<file path="src/hte_cfg.svh">
// offsets, field positions, reset values and codes of the transmit block
`ifndef HTE_CFG_SVH
`define HTE_CFG_SVH
// ----------------------------------------------------------------
// register offsets (byte port)
// ----------------------------------------------------------------
`define HTE_OFS_CTRL_LOW 8'hC4
`define HTE_OFS_GAP 8'hC5
`define HTE_OFS_EP_COUNT 8'hC6
`define HTE_OFS_EP_RATE 8'hC7
`define HTE_OFS_STATUS 8'hC8
`define HTE_OFS_STATUS_L 8'hC9
`define HTE_OFS_IRQ_EN 8'hCA
`define HTE_OFS_PKT_B0 8'hCC
`define HTE_OFS_PKT_B1 8'hCD
`define HTE_OFS_PKT_B2 8'hCE
`define HTE_OFS_MANUAL 8'hD4
`define HTE_OFS_UPD_REQ 8'hD6
`define HTE_OFS_UPD_STAT 8'hD7
// ----------------------------------------------------------------
// field positions
// ----------------------------------------------------------------
`define HTE_BIT_TRIGGER 0
`define HTE_BIT_FILL_ONES 3
`define HTE_BIT_MANUAL_MODE 7
// ----------------------------------------------------------------
// reset values, codes and counts
// ----------------------------------------------------------------
`define HTE_RST_GAP 8'h01
`define HTE_RST_BYTE 8'h00
`define HTE_FLAG 8'h7E
`define HTE_ONES 8'hFF
`define HTE_TOTAL_CONT 8'hFF
`define HTE_CRC_INIT 16'hFFFF
`define HTE_CRC_POLY 16'h8408
`define HTE_EXP_MAX 3'h6
`define HTE_ONES_FILL_MIN 8'h02
`endif

</file>
<file path="src/hte_pkg.sv">
// types shared by the transmit framer modules
package hte_pkg;
    typedef enum logic [2:0] {
        HTE_IDLE  = 3'b000,
        HTE_DATA  = 3'b001,
        HTE_FCS1  = 3'b010,
        HTE_FCS2  = 3'b011,
        HTE_CLOSE = 3'b100,
        HTE_GAP   = 3'b101
    } hte_state_type;
endpackage

</file>
<file path="src/hte_err_if.sv">
// packet events and error scheduling signals between framer and scheduler
`timescale 1ns/1ps
interface hte_err_if;
    logic pkt_start;
    logic pkt_end;
    logic pkt_auto;
    logic auto_hit;
    logic trig_set;
    logic trig_clr;
    logic [7:0] total;
    logic [6:0] rate;
    logic finished;
    modport core (output pkt_start, pkt_end, pkt_auto, trig_set, trig_clr,
                  total, rate, input auto_hit, finished);
    modport sched (input pkt_start, pkt_end, pkt_auto, trig_set, trig_clr,
                   total, rate, output auto_hit, finished);
endinterface

</file>
<file path="src/hte_crc16.sv">
// frame check sequence register, one byte per enable, lsb first
`timescale 1ns/1ps
`include "hte_cfg.svh"
module hte_crc16 (
    input wire logic clk,
    input wire logic nrst,
    input wire logic init,
    input wire logic en,
    input wire logic [7:0] din,
    output logic [15:0] crc_r
);
    // ----------------------------------------------------------------
    // one xor stage per data bit
    // ----------------------------------------------------------------
    logic [15:0] stage [0:8];
    assign stage[0] = crc_r;
    genvar i;
    generate
        for (i = 0; i < 8; i++) begin : g_bit
            wire fb = stage[i][0] ^ din[i];
            assign stage[i+1] = (stage[i] >> 1)
                                ^ (fb ? `HTE_CRC_POLY : 16'h0000);
        end
    endgenerate
    // init wins so an opening flag always starts a clean sum
    always_ff @(posedge clk or negedge nrst) begin
        if (!nrst) crc_r <= `HTE_CRC_INIT;
        else if (init) crc_r <= `HTE_CRC_INIT;
        else if (en) crc_r <= stage[8];
    end
endmodule

</file>
<file path="src/hte_err_sched.sv">
// automatic errored packet scheduler: rate interval and run length
`timescale 1ns/1ps
`include "hte_cfg.svh"
module hte_err_sched
    import hte_pkg::*;
(
    input wire logic clk,
    input wire logic nrst,
    hte_err_if.sched eif
);
    // ----------------------------------------------------------------
    // rate decode: one packet in x * 10^y
    // ----------------------------------------------------------------
    logic active_r;
    logic fin_r;
    logic [23:0] rcnt_r;
    logic [7:0] sent_r;
    logic [19:0] pow;
    wire [3:0] mant = eif.rate[3:0];
    wire [2:0] expo = (eif.rate[6:4] > `HTE_EXP_MAX) ? `HTE_EXP_MAX
                                                     : eif.rate[6:4];
    always_comb begin
        case (expo)
            3'd0: pow = 20'd1;
            3'd1: pow = 20'd10;
            3'd2: pow = 20'd100;
            3'd3: pow = 20'd1000;
            3'd4: pow = 20'd10000;
            3'd5: pow = 20'd100000;
            default: pow = 20'd1000000;
        endcase
    end
    wire [23:0] period = {4'h0, pow} * {20'h00000, mant};
    wire [23:0] rcnt_inc = rcnt_r + 24'd1;
    wire [7:0] sent_inc = sent_r + 8'd1;
    wire rate_on = (mant != 4'h0);
    assign eif.auto_hit = active_r && rate_on && (rcnt_inc >= period);
    assign eif.finished = fin_r;
    wire last_err = eif.pkt_end && eif.pkt_auto && active_r;
    wire run_done = last_err && (eif.total != `HTE_TOTAL_CONT)
                    && (sent_inc == eif.total);
    // ----------------------------------------------------------------
    // run state; a new trigger restarts everything
    // ----------------------------------------------------------------
    always_ff @(posedge clk or negedge nrst) begin
        if (!nrst) begin
            active_r <= 1'b0;
            fin_r <= 1'b0;
            rcnt_r <= 24'h00_0000;
            sent_r <= 8'h00;
        end else if (eif.trig_set) begin
            active_r <= (eif.total != 8'h00);
            fin_r <= (eif.total == 8'h00);
            rcnt_r <= 24'h00_0000;
            sent_r <= 8'h00;
        end else if (eif.trig_clr) begin
            active_r <= 1'b0;
            fin_r <= 1'b0;
        end else begin
            if (eif.pkt_start && active_r)
                rcnt_r <= eif.auto_hit ? 24'h00_0000 : rcnt_inc;
            if (last_err)
                sent_r <= sent_inc;
            if (run_done) begin
                active_r <= 1'b0;
                fin_r <= 1'b1;
            end
        end
    end
endmodule

</file>
<file path="src/hte_tx_core.sv">
// transmit hdlc framer with gap control, error insertion and counters
//
// How it works
// - flags plus fill between packets are at least gap value plus one
// - ones fill with gap 2 or 3 gives flag, two ones bytes, flag
// - after trigger, exactly the programmed errored packets, then stop
// - count value all ones inserts errors forever at the rate
// - manual trigger edges insert one error only when mode bit is set
// - manual and automatic insertion run independently together
// - one packet in x times ten to the y is errored
// - zero mantissa disables automatic insertion
// - exponent six or seven both mean one million
// - rate 01h errors every packet; mantissa counts packets directly
// - finished set when run completes or on trigger with count zero, cleared on disable or restart with nonzero count
// - latched finished set on rising edge of live finished
// - interrupt while latched finished and its enable both set
// - 24-bit packet count over three bytes, low byte lowest
// - count every packet taken from the fifo and sent
// - update edge snapshots count, resets live count, sets status
// - latched bit stays until read, sets again only on new event
`timescale 1ns/1ps
`include "hte_cfg.svh"
module hte_tx_core
    import hte_pkg::*;
(
    input wire logic clk,
    input wire logic nrst,
    input wire logic cpu_wr,
    input wire logic cpu_rd,
    input wire logic [7:0] cpu_addr,
    input wire logic [7:0] cpu_wdata,
    output logic [7:0] cpu_rdata,
    input wire logic pkt_valid,
    input wire logic [7:0] pkt_data,
    input wire logic pkt_last,
    output logic pkt_pop,
    input wire logic tx_byte_req,
    output logic [7:0] tx_byte,
    output logic irq
);
    // ----------------------------------------------------------------
    // register bank
    // ----------------------------------------------------------------
    logic fill_ones_r;
    logic [7:0] gap_r;
    logic [7:0] ep_count_r;
    logic [7:0] ep_rate_r;
    logic fin_l_r;
    logic fin_d_r;
    logic irq_en_r;
    logic manual_r;
    logic upd_req_r;
    logic upd_stat_r;
    logic [23:0] live_cnt_r;
    logic [23:0] snap_r;
    // write and read strobes per register
    wire wr_ctrl = cpu_wr && (cpu_addr == `HTE_OFS_CTRL_LOW);
    wire wr_gap = cpu_wr && (cpu_addr == `HTE_OFS_GAP);
    wire wr_cnt = cpu_wr && (cpu_addr == `HTE_OFS_EP_COUNT);
    wire wr_rate = cpu_wr && (cpu_addr == `HTE_OFS_EP_RATE);
    wire wr_ie = cpu_wr && (cpu_addr == `HTE_OFS_IRQ_EN);
    wire wr_man = cpu_wr && (cpu_addr == `HTE_OFS_MANUAL);
    wire wr_upd = cpu_wr && (cpu_addr == `HTE_OFS_UPD_REQ);
    wire rd_latch = cpu_rd && (cpu_addr == `HTE_OFS_STATUS_L);
    wire trig_bit = cpu_wdata[`HTE_BIT_TRIGGER];
    wire manual_mode = ep_rate_r[`HTE_BIT_MANUAL_MODE];

    hte_err_if eif ();
    // trigger write starts a run with current count and rate
    assign eif.trig_set = wr_ctrl && trig_bit;
    // writing the trigger back to zero ends automatic insertion
    assign eif.trig_clr = wr_ctrl && !trig_bit;
    assign eif.total = ep_count_r;
    assign eif.rate = ep_rate_r[6:0];

    hte_err_sched u_sched (
        .clk(clk),
        .nrst(nrst),
        .eif(eif)
    );

    // plain storage registers; trigger bit is write only
    always_ff @(posedge clk or negedge nrst) begin
        if (!nrst) begin
            fill_ones_r <= 1'b0;
            gap_r <= `HTE_RST_GAP;
            ep_count_r <= `HTE_RST_BYTE;
            ep_rate_r <= `HTE_RST_BYTE;
            irq_en_r <= 1'b0;
            manual_r <= 1'b0;
            upd_req_r <= 1'b0;
        end else begin
            if (wr_ctrl) fill_ones_r <= cpu_wdata[`HTE_BIT_FILL_ONES];
            if (wr_gap) gap_r <= cpu_wdata;
            if (wr_cnt) ep_count_r <= cpu_wdata;
            if (wr_rate) ep_rate_r <= cpu_wdata;
            if (wr_ie) irq_en_r <= cpu_wdata[0];
            if (wr_man) manual_r <= cpu_wdata[0];
            if (wr_upd) upd_req_r <= cpu_wdata[0];
        end
    end

    // ----------------------------------------------------------------
    // finished latch and interrupt
    // ----------------------------------------------------------------
    wire fin_rise = eif.finished && !fin_d_r;
    always_ff @(posedge clk or negedge nrst) begin
        if (!nrst) begin
            fin_d_r <= 1'b0;
            fin_l_r <= 1'b0;
            irq <= 1'b0;
        end else begin
            fin_d_r <= eif.finished;
            // set on edge, set wins over the clearing read
            if (fin_rise) fin_l_r <= 1'b1;
            else if (rd_latch) fin_l_r <= 1'b0;
            irq <= fin_l_r && irq_en_r;
        end
    end

    // ----------------------------------------------------------------
    // manual error request, rising edge of the manual register
    // ----------------------------------------------------------------
    logic man_pend_r;
    logic err_pkt_r;
    logic auto_pkt_r;
    logic pkt_start_w;
    // edge counts only with mode bit set
    wire man_edge = wr_man && cpu_wdata[0] && !manual_r && manual_mode;
    always_ff @(posedge clk or negedge nrst) begin
        if (!nrst) man_pend_r <= 1'b0;
        else if (man_edge) man_pend_r <= 1'b1;
        else if (pkt_start_w) man_pend_r <= 1'b0;
    end

    // ----------------------------------------------------------------
    // byte framer
    // ----------------------------------------------------------------
    hte_state_type state_r;
    hte_state_type state_nxt;
    logic [7:0] gap_cnt_r;
    logic [7:0] gap_cnt_nxt;
    logic [7:0] byte_nxt;
    logic crc_init;
    logic crc_en;
    logic pop_nxt;
    logic pkt_end_w;
    logic [15:0] crc_r;
    wire [7:0] fill_byte = fill_ones_r ? `HTE_ONES : `HTE_FLAG;
    // inverted check sequence marks an errored packet
    wire [7:0] err_mask = err_pkt_r ? `HTE_ONES : 8'h00;
    wire [7:0] fcs_lo = ~crc_r[7:0] ^ err_mask;
    wire [7:0] fcs_hi = ~crc_r[15:8] ^ err_mask;
    // two flags already bracket the fill, so gap minus one bytes
    wire [7:0] fill_base = (gap_r > 8'h01) ? (gap_r - 8'h01) : 8'h00;
    // ones fill always carries at least two bytes between flags
    wire [7:0] fill_len = (fill_ones_r && fill_base < `HTE_ONES_FILL_MIN)
                          ? `HTE_ONES_FILL_MIN : fill_base;

    hte_crc16 u_crc (
        .clk(clk),
        .nrst(nrst),
        .init(crc_init),
        .en(crc_en),
        .din(pkt_data),
        .crc_r(crc_r)
    );

    // one byte leaves on each request; the fifo head is assumed whole
    always_comb begin
        state_nxt = state_r;
        gap_cnt_nxt = gap_cnt_r;
        byte_nxt = tx_byte;
        crc_init = 1'b0;
        crc_en = 1'b0;
        pop_nxt = 1'b0;
        pkt_start_w = 1'b0;
        pkt_end_w = 1'b0;
        if (tx_byte_req) begin
            case (state_r)
                HTE_IDLE: begin
                    if (pkt_valid) begin
                        byte_nxt = `HTE_FLAG;
                        crc_init = 1'b1;
                        pkt_start_w = 1'b1;
                        state_nxt = HTE_DATA;
                    end else begin
                        byte_nxt = fill_byte;
                    end
                end
                HTE_DATA: begin
                    if (pkt_valid) begin
                        byte_nxt = pkt_data;
                        crc_en = 1'b1;
                        pop_nxt = 1'b1;
                        if (pkt_last) state_nxt = HTE_FCS1;
                    end else begin
                        // underrun closes the packet early
                        byte_nxt = fcs_lo;
                        state_nxt = HTE_FCS2;
                    end
                end
                HTE_FCS1: begin
                    byte_nxt = fcs_lo;
                    state_nxt = HTE_FCS2;
                end
                HTE_FCS2: begin
                    byte_nxt = fcs_hi;
                    state_nxt = HTE_CLOSE;
                end
                HTE_CLOSE: begin
                    byte_nxt = `HTE_FLAG;
                    pkt_end_w = 1'b1;
                    gap_cnt_nxt = fill_len;
                    state_nxt = (fill_len == 8'h00) ? HTE_IDLE : HTE_GAP;
                end
                HTE_GAP: begin
                    byte_nxt = fill_byte;
                    gap_cnt_nxt = gap_cnt_r - 8'h01;
                    if (gap_cnt_r == 8'h01) state_nxt = HTE_IDLE;
                end
                default: begin
                    byte_nxt = fill_byte;
                    state_nxt = HTE_IDLE;
                end
            endcase
        end
    end
    assign eif.pkt_start = pkt_start_w;
    assign eif.pkt_end = pkt_end_w;
    // only automatic hits count toward the programmed run length
    assign eif.pkt_auto = auto_pkt_r;

    always_ff @(posedge clk or negedge nrst) begin
        if (!nrst) begin
            state_r <= HTE_IDLE;
            gap_cnt_r <= 8'h00;
            tx_byte <= `HTE_FLAG;
            pkt_pop <= 1'b0;
        end else begin
            state_r <= state_nxt;
            gap_cnt_r <= gap_cnt_nxt;
            tx_byte <= byte_nxt;
            pkt_pop <= pop_nxt;
        end
    end

    // either source marks the packet, neither blocks the other
    always_ff @(posedge clk or negedge nrst) begin
        if (!nrst) begin
            err_pkt_r <= 1'b0;
            auto_pkt_r <= 1'b0;
        end else if (pkt_start_w) begin
            err_pkt_r <= eif.auto_hit || man_pend_r;
            auto_pkt_r <= eif.auto_hit;
        end
    end

    // ----------------------------------------------------------------
    // packet counter with snapshot on update edge
    // ----------------------------------------------------------------
    wire upd_edge = wr_upd && cpu_wdata[0] && !upd_req_r;
    wire [23:0] live_inc = live_cnt_r + 24'd1;
    always_ff @(posedge clk or negedge nrst) begin
        if (!nrst) begin
            live_cnt_r <= 24'h00_0000;
            snap_r <= 24'h00_0000;
            upd_stat_r <= 1'b0;
        end else begin
            // a packet ending on the edge cycle starts the new count
            if (upd_edge) begin
                snap_r <= live_cnt_r;
                live_cnt_r <= pkt_end_w ? 24'd1 : 24'h00_0000;
            end else if (pkt_end_w) begin
                live_cnt_r <= live_inc;
            end
            // status rises in the same cycle as the snapshot, drops with request
            if (wr_upd && !cpu_wdata[0]) upd_stat_r <= 1'b0;
            else if (upd_edge) upd_stat_r <= 1'b1;
        end
    end

    // ----------------------------------------------------------------
    // read mux, registered; unmapped offsets read zero
    // ----------------------------------------------------------------
    logic [7:0] rd_mux;
    always_comb begin
        case (cpu_addr)
            `HTE_OFS_CTRL_LOW: rd_mux = {4'h0, fill_ones_r, 3'b000};
            `HTE_OFS_GAP: rd_mux = gap_r;
            `HTE_OFS_EP_COUNT: rd_mux = ep_count_r;
            `HTE_OFS_EP_RATE: rd_mux = ep_rate_r;
            `HTE_OFS_STATUS: rd_mux = {7'h00, eif.finished};
            `HTE_OFS_STATUS_L: rd_mux = {7'h00, fin_l_r};
            `HTE_OFS_IRQ_EN: rd_mux = {7'h00, irq_en_r};
            `HTE_OFS_PKT_B0: rd_mux = snap_r[7:0];
            `HTE_OFS_PKT_B1: rd_mux = snap_r[15:8];
            `HTE_OFS_PKT_B2: rd_mux = snap_r[23:16];
            `HTE_OFS_MANUAL: rd_mux = {7'h00, manual_r};
            `HTE_OFS_UPD_REQ: rd_mux = {7'h00, upd_req_r};
            `HTE_OFS_UPD_STAT: rd_mux = {7'h00, upd_stat_r};
            default: rd_mux = 8'h00;
        endcase
    end
    always_ff @(posedge clk or negedge nrst) begin
        if (!nrst) cpu_rdata <= 8'h00;
        else if (cpu_rd) cpu_rdata <= rd_mux;
    end
endmodule

</file>
<file path="config.mk">
export PLATFORM = sky130hd
export DESIGN_NAME = hte_tx_core
export DESIGN_NICKNAME = d
export VERILOG_FILES = /design/src/hte_pkg.sv /design/src/hte_err_if.sv /design/src/hte_crc16.sv /design/src/hte_err_sched.sv /design/src/hte_tx_core.sv
export VERILOG_INCLUDE_DIRS = /design/src
export SDC_FILE = /design/constraint.sdc
export NUM_CORES = 1
export LEC_CHECK = 0
export BUFFER_PORTS_ARGS = -buffer_cell sky130_fd_sc_hd__buf_2
export CAP_MARGIN = 20
export CORE_MARGIN = 2
export CORE_UTILIZATION = 65
export CTS_BUF_LIST = sky130_fd_sc_hd__clkbuf_2 sky130_fd_sc_hd__clkbuf_4 sky130_fd_sc_hd__clkbuf_8
export CTS_CLUSTER_DIAMETER = 120
export CTS_CLUSTER_SIZE = 20
export DETAILED_ROUTE_END_ITERATION = 10
export PLACE_DENSITY = 0.9
export SLEW_MARGIN = 20
export SYNTH_ARGS = -nofsm -noshare
export SYNTH_HDL_FRONTEND = slang
export SYNTH_SLANG_ARGS = --single-unit
export TNS_END_PERCENT = 100
</file>
<file path="constraint.sdc">
create_clock -name clk -period 7 [get_ports clk]
set_input_delay 0 -clock clk [delete_from_list [all_inputs] [get_ports clk]]
set_output_delay 0 -clock clk [all_outputs]
set_load 0.03 [all_outputs]
</file>
==> metrics.yaml <==
outcome: "complete, no violations"
worstSetupEndpointType: "flip-flop"
ctsHtreeMaxLevel: 4
powerDensity_mw_per_mm2: 219.6
ys.warnings.count: 0
most_area_consuming_cells_after_synthesis: "sky130_fd_sc_hd__dfrtp_1 29%, sky130_fd_sc_hd__ha_1 6.9%, sky130_fd_sc_hd__dfstp_2 5.2%"
routed_wl_um: 27990
power.internal_mw: 1.731
cts-root-to-sink-buffers: 2
critical_path.max_fanout: 19
power.switching_fraction_pct: 37.98
critical-path-top-delay-family: "compound AO/OA/AOI/OAI gates"
dpl.hpwl_um: 19780
grt_remaining_overflow: 0
synthFlopType: "sky130_fd_sc_hd__dfrtp_1"
timing.final.hold_violations: 0
maxClockFrequency_mhz: 154.4
place.gp.congestion: 0.9836
total_negative_slack_for_setup_checks_ns: 0
yosysTopAreaCellShare_pct: 29.49
slowest_delay_ns: 0.68
floorplan.io_pins: 49
number_of_port_buffers: 48
maxCapViolCount: 0
synth_sequential_area_ratio_pct: 34.65
cts.sink_count: 161
drt_drc_violations_left: 0
netSwitchingPower_mw: 1.060
clock-root-buffer: "sky130_fd_sc_hd__clkbuf_8"
initial_core_util_pct: 65.64
die_height_um: 138.2
grt_use_total_pct: 29.81
dr.first_iter.drc_count: 1021
worstPathRequired_ns: 7.39
overall_power_mw: 2.791
clk_pin_slew_ns: 0.10
yosys.cell_types.count: 78
post_synth_inst_count: 1274
antenna_diode_instance_count: 0
cts_made_buffers: 17
time_the_final_worst_path_needs_with_i_o_delays_and_setup_ns: 6.478
total_leakage_power_nw: 5.931
finalSetupViolCount: 0
area.growth.synth_to_final_pct: 8.515
route.detailed.wl_per_inst_um: 18.01
worst_path_max_delay_cell: "sky130_fd_sc_hd__dfrtp_1"
clkPwrFrac_pct: 25.0
worstSetupPathType: "reg2reg"
crit_path_cell_trace: "nor2_1 -> a22o_1 -> and2_1 -> fa_1 -> inv_1 -> fa_1 -> inv_1 -> ha_1 -> nand4_1 -> or4_1 -> nand2_1 -> o21ai_1 -> o2111a_1 -> o21bai_1 -> xnor2_1 -> ha_1 -> a21oi_1 -> o21ai_0 -> a211oi_1 -> nor2_1 -> a31oi_2 -> buf_4 -> a31oi_1 -> mux2i_1"
final_cells: 1554
floorplan.rows: 49
setup_repair_after_global_routing_missed_its_margin: "false"
final_max_slew_viol_count: 0
fp.dieW_um: 138.2
synth-edff-count: 0
syn_std_cell_area_mm2: 0.01171
drive_above_1_share_pct: 13.89
setup_repair_bufs_after_cts: 0
worst_skew_pair.late_latency_ns: 0.47
drt_first_pass_iters: 5
ir_worst_vdd_mv: 0.2312
grt_antenna_before_repair: 0
fin_hold_ws_ns: 0.05145
layout.nets: 1437
ys_seq_elements: 161
die_area_mm2: 0.01911
grt_first_pass_wirelength_um: 47010
syn-mean-instance-area_um2: 9.192
comb_pwr_share_pct: 29.5
startpoint_type: "flip-flop"
mostFrequentLayoutCell: "sky130_fd_sc_hd__dfrtp_1"
crit_arrival_ns: 6.87
critPathBufInv: 3
post-route-period-util_pct: 92.55
grt_max_degree: 99
finClkSkew_ns: 0.01545
route.vias.total: 9795
async_reset_ff_share_pct: 100.0
cts_tree: "yes"
synth_fp_nets: 1399
maxSlewHeadroom_pct: 31.08
sequentialPowerShare_pct: 45.4
place_inst: 1493
worst_hold_path_type: "in2reg"
max_slew.worst_pin.slew_ns: 1.034
filler_cell_count: 1280
antenna_violating_nets_post_route: 0
synthDominantAreaCellType: "sky130_fd_sc_hd__dfrtp_1"
grt_pass1_vias: 9731
core-area_mm2: 0.01784
most-common-layout-cells: "136 x sky130_fd_sc_hd__dfrtp_1, 126 x sky130_fd_sc_hd__nand2_1, 90 x sky130_fd_sc_hd__nor2_1"
drt-vias-per-instance: 6.303
## state kept, by name, indices dropped and copies added (netlist names), 3 cells and up
signal	count
snap_r	24
ep_rate_r	8
cpu_rdata	8
u_sched.sent_r	8
u_sched.rcnt_r	24
gap_cnt_r	8
u_crc.crc_r	16
live_cnt_r	24
eif.total	8
state_r	3
tx_byte	8
gap_r	8
## timing repair
action	in CTS	in global routing
gates resized for setup	0	2
hold endpoints to repair	144	0
endpoints found under the setup margin	0	11
hold buffers	29	0
## final timing paths
| path | from | end | slack, ns | cells after the start |
|---|---|---|---|---|
| worst max-delay path | ep_rate_r[5]$_DFFE_PN0P_ | u_sched.rcnt_r[21]$_DFFE_PN0P_ | 0.52 | 24 |
| worst min-delay path | cpu_addr[2] | irq_en_r$_DFFE_PN0P_ | 0.05 | 4 |
| worst max register to register | ep_rate_r[5]$_DFFE_PN0P_ | u_sched.rcnt_r[21]$_DFFE_PN0P_ | 0.52 | 24 |
| max in group asynchronous | nrst | ep_rate_r[4]$_DFFE_PN0P_ | 5.42 | 3 |
| min in group asynchronous | nrst | live_cnt_r[5]$_DFFE_PN0P_ | 0.21 | 2 |
| worst min register to register | u_sched.eif.finished$_DFFE_PN0P_ | fin_d_r$_DFF_PN0_ | 0.44 | 0 |
## per-stage QoR
step	setup slack, ns	util, %	area, um2
3_3_place_gp	0.8311	67.33	12010
2_1_floorplan	1.492	-	11710
5_1_grt	0.07524	71.23	12710
6_report	0.5218	71.23	12710
4_1_cts	0.4300	71.22	12710
3_5_place_dp	0.4690	67.33	12010
## power groups by stage
stage | Sequential, mW | Combinational, mW | Clock [mW]
2_1_floorplan | 1.24 | 0.606 | 0
3_3_place_gp | 1.27 | 0.738 | 0
3_5_place_dp | 1.27 | 0.760 | 0
4_1_cts | 1.26 | 0.808 | 0.708
5_1_grt | 1.29 | 0.913 | 0.748
6_report | 1.27 | 0.824 | 0.699
## tightest hold or removal path, cell delays in order
cell	delay (ns)
sky130_fd_sc_hd__buf_2	0.17
sky130_fd_sc_hd__nor2_1	0.11
sky130_fd_sc_hd__nand3_1	0.12
sky130_fd_sc_hd__o21ai_0	0.08
## cells in the mapped netlist (all sizes together) (12+ instances only)
cell type / number
mux2: 53
mux2i: 16
o21ai: 69
and3: 28
nand4: 13
nor2: 93
nor2b: 17
ha: 65
dfstp: 23
nand2: 127
inv: 77
o22ai: 19
and2: 29
buf: 21
xnor2: 64
a22oi: 19
clkbuf: 43
o211ai: 18
a21oi: 52
dfrtp: 138
a31oi: 21
nor3: 23
fa: 29
nand3b: 12
nand3: 37
xor2: 43
## layout make-up
class	instances	area [um2]	area share [%]
Timing Repair Buffer	83	581.8	4.578
Tap cell	229	286.5	2.255
Clock inverter	14	156.4	1.231
Multi-Input combinational cell	972	7087	55.76
Sequential cell	161	4060	31.95
Inverter	77	289.0	2.274
Clock buffer	18	247.7	1.949
## cells by family (layout without fill, tap and decap cells)
kind of cell / Yosys count / after routing / synth area share [%]
multiplexers: 70 / 70 / 6.656
flip-flops: 161 / 161 / 34.65
buffers and inverters: 141 / 192 / 4.882
AO/OA/AOI/OAI: 276 / 276 / 15.44
AND/OR/NAND/NOR: 425 / 425 / 18.47
XOR/XNOR: 107 / 107 / 8.002
adder cells (fa/ha/maj): 94 / 94 / 11.90
## routing by layer
layer / part of all wire (%) / track usage [%] / up-vias
met3: 5.5 / 5.161 / 90
met2: 51 / 51.56 / 403
met1: 41 / 37.55 / 4745
met5: 0 / 0 / -
met4: 3.1 / 11.44 / 0
li1: - / - / 4557
No activity file was read; power rests on OpenSTA's default activity.
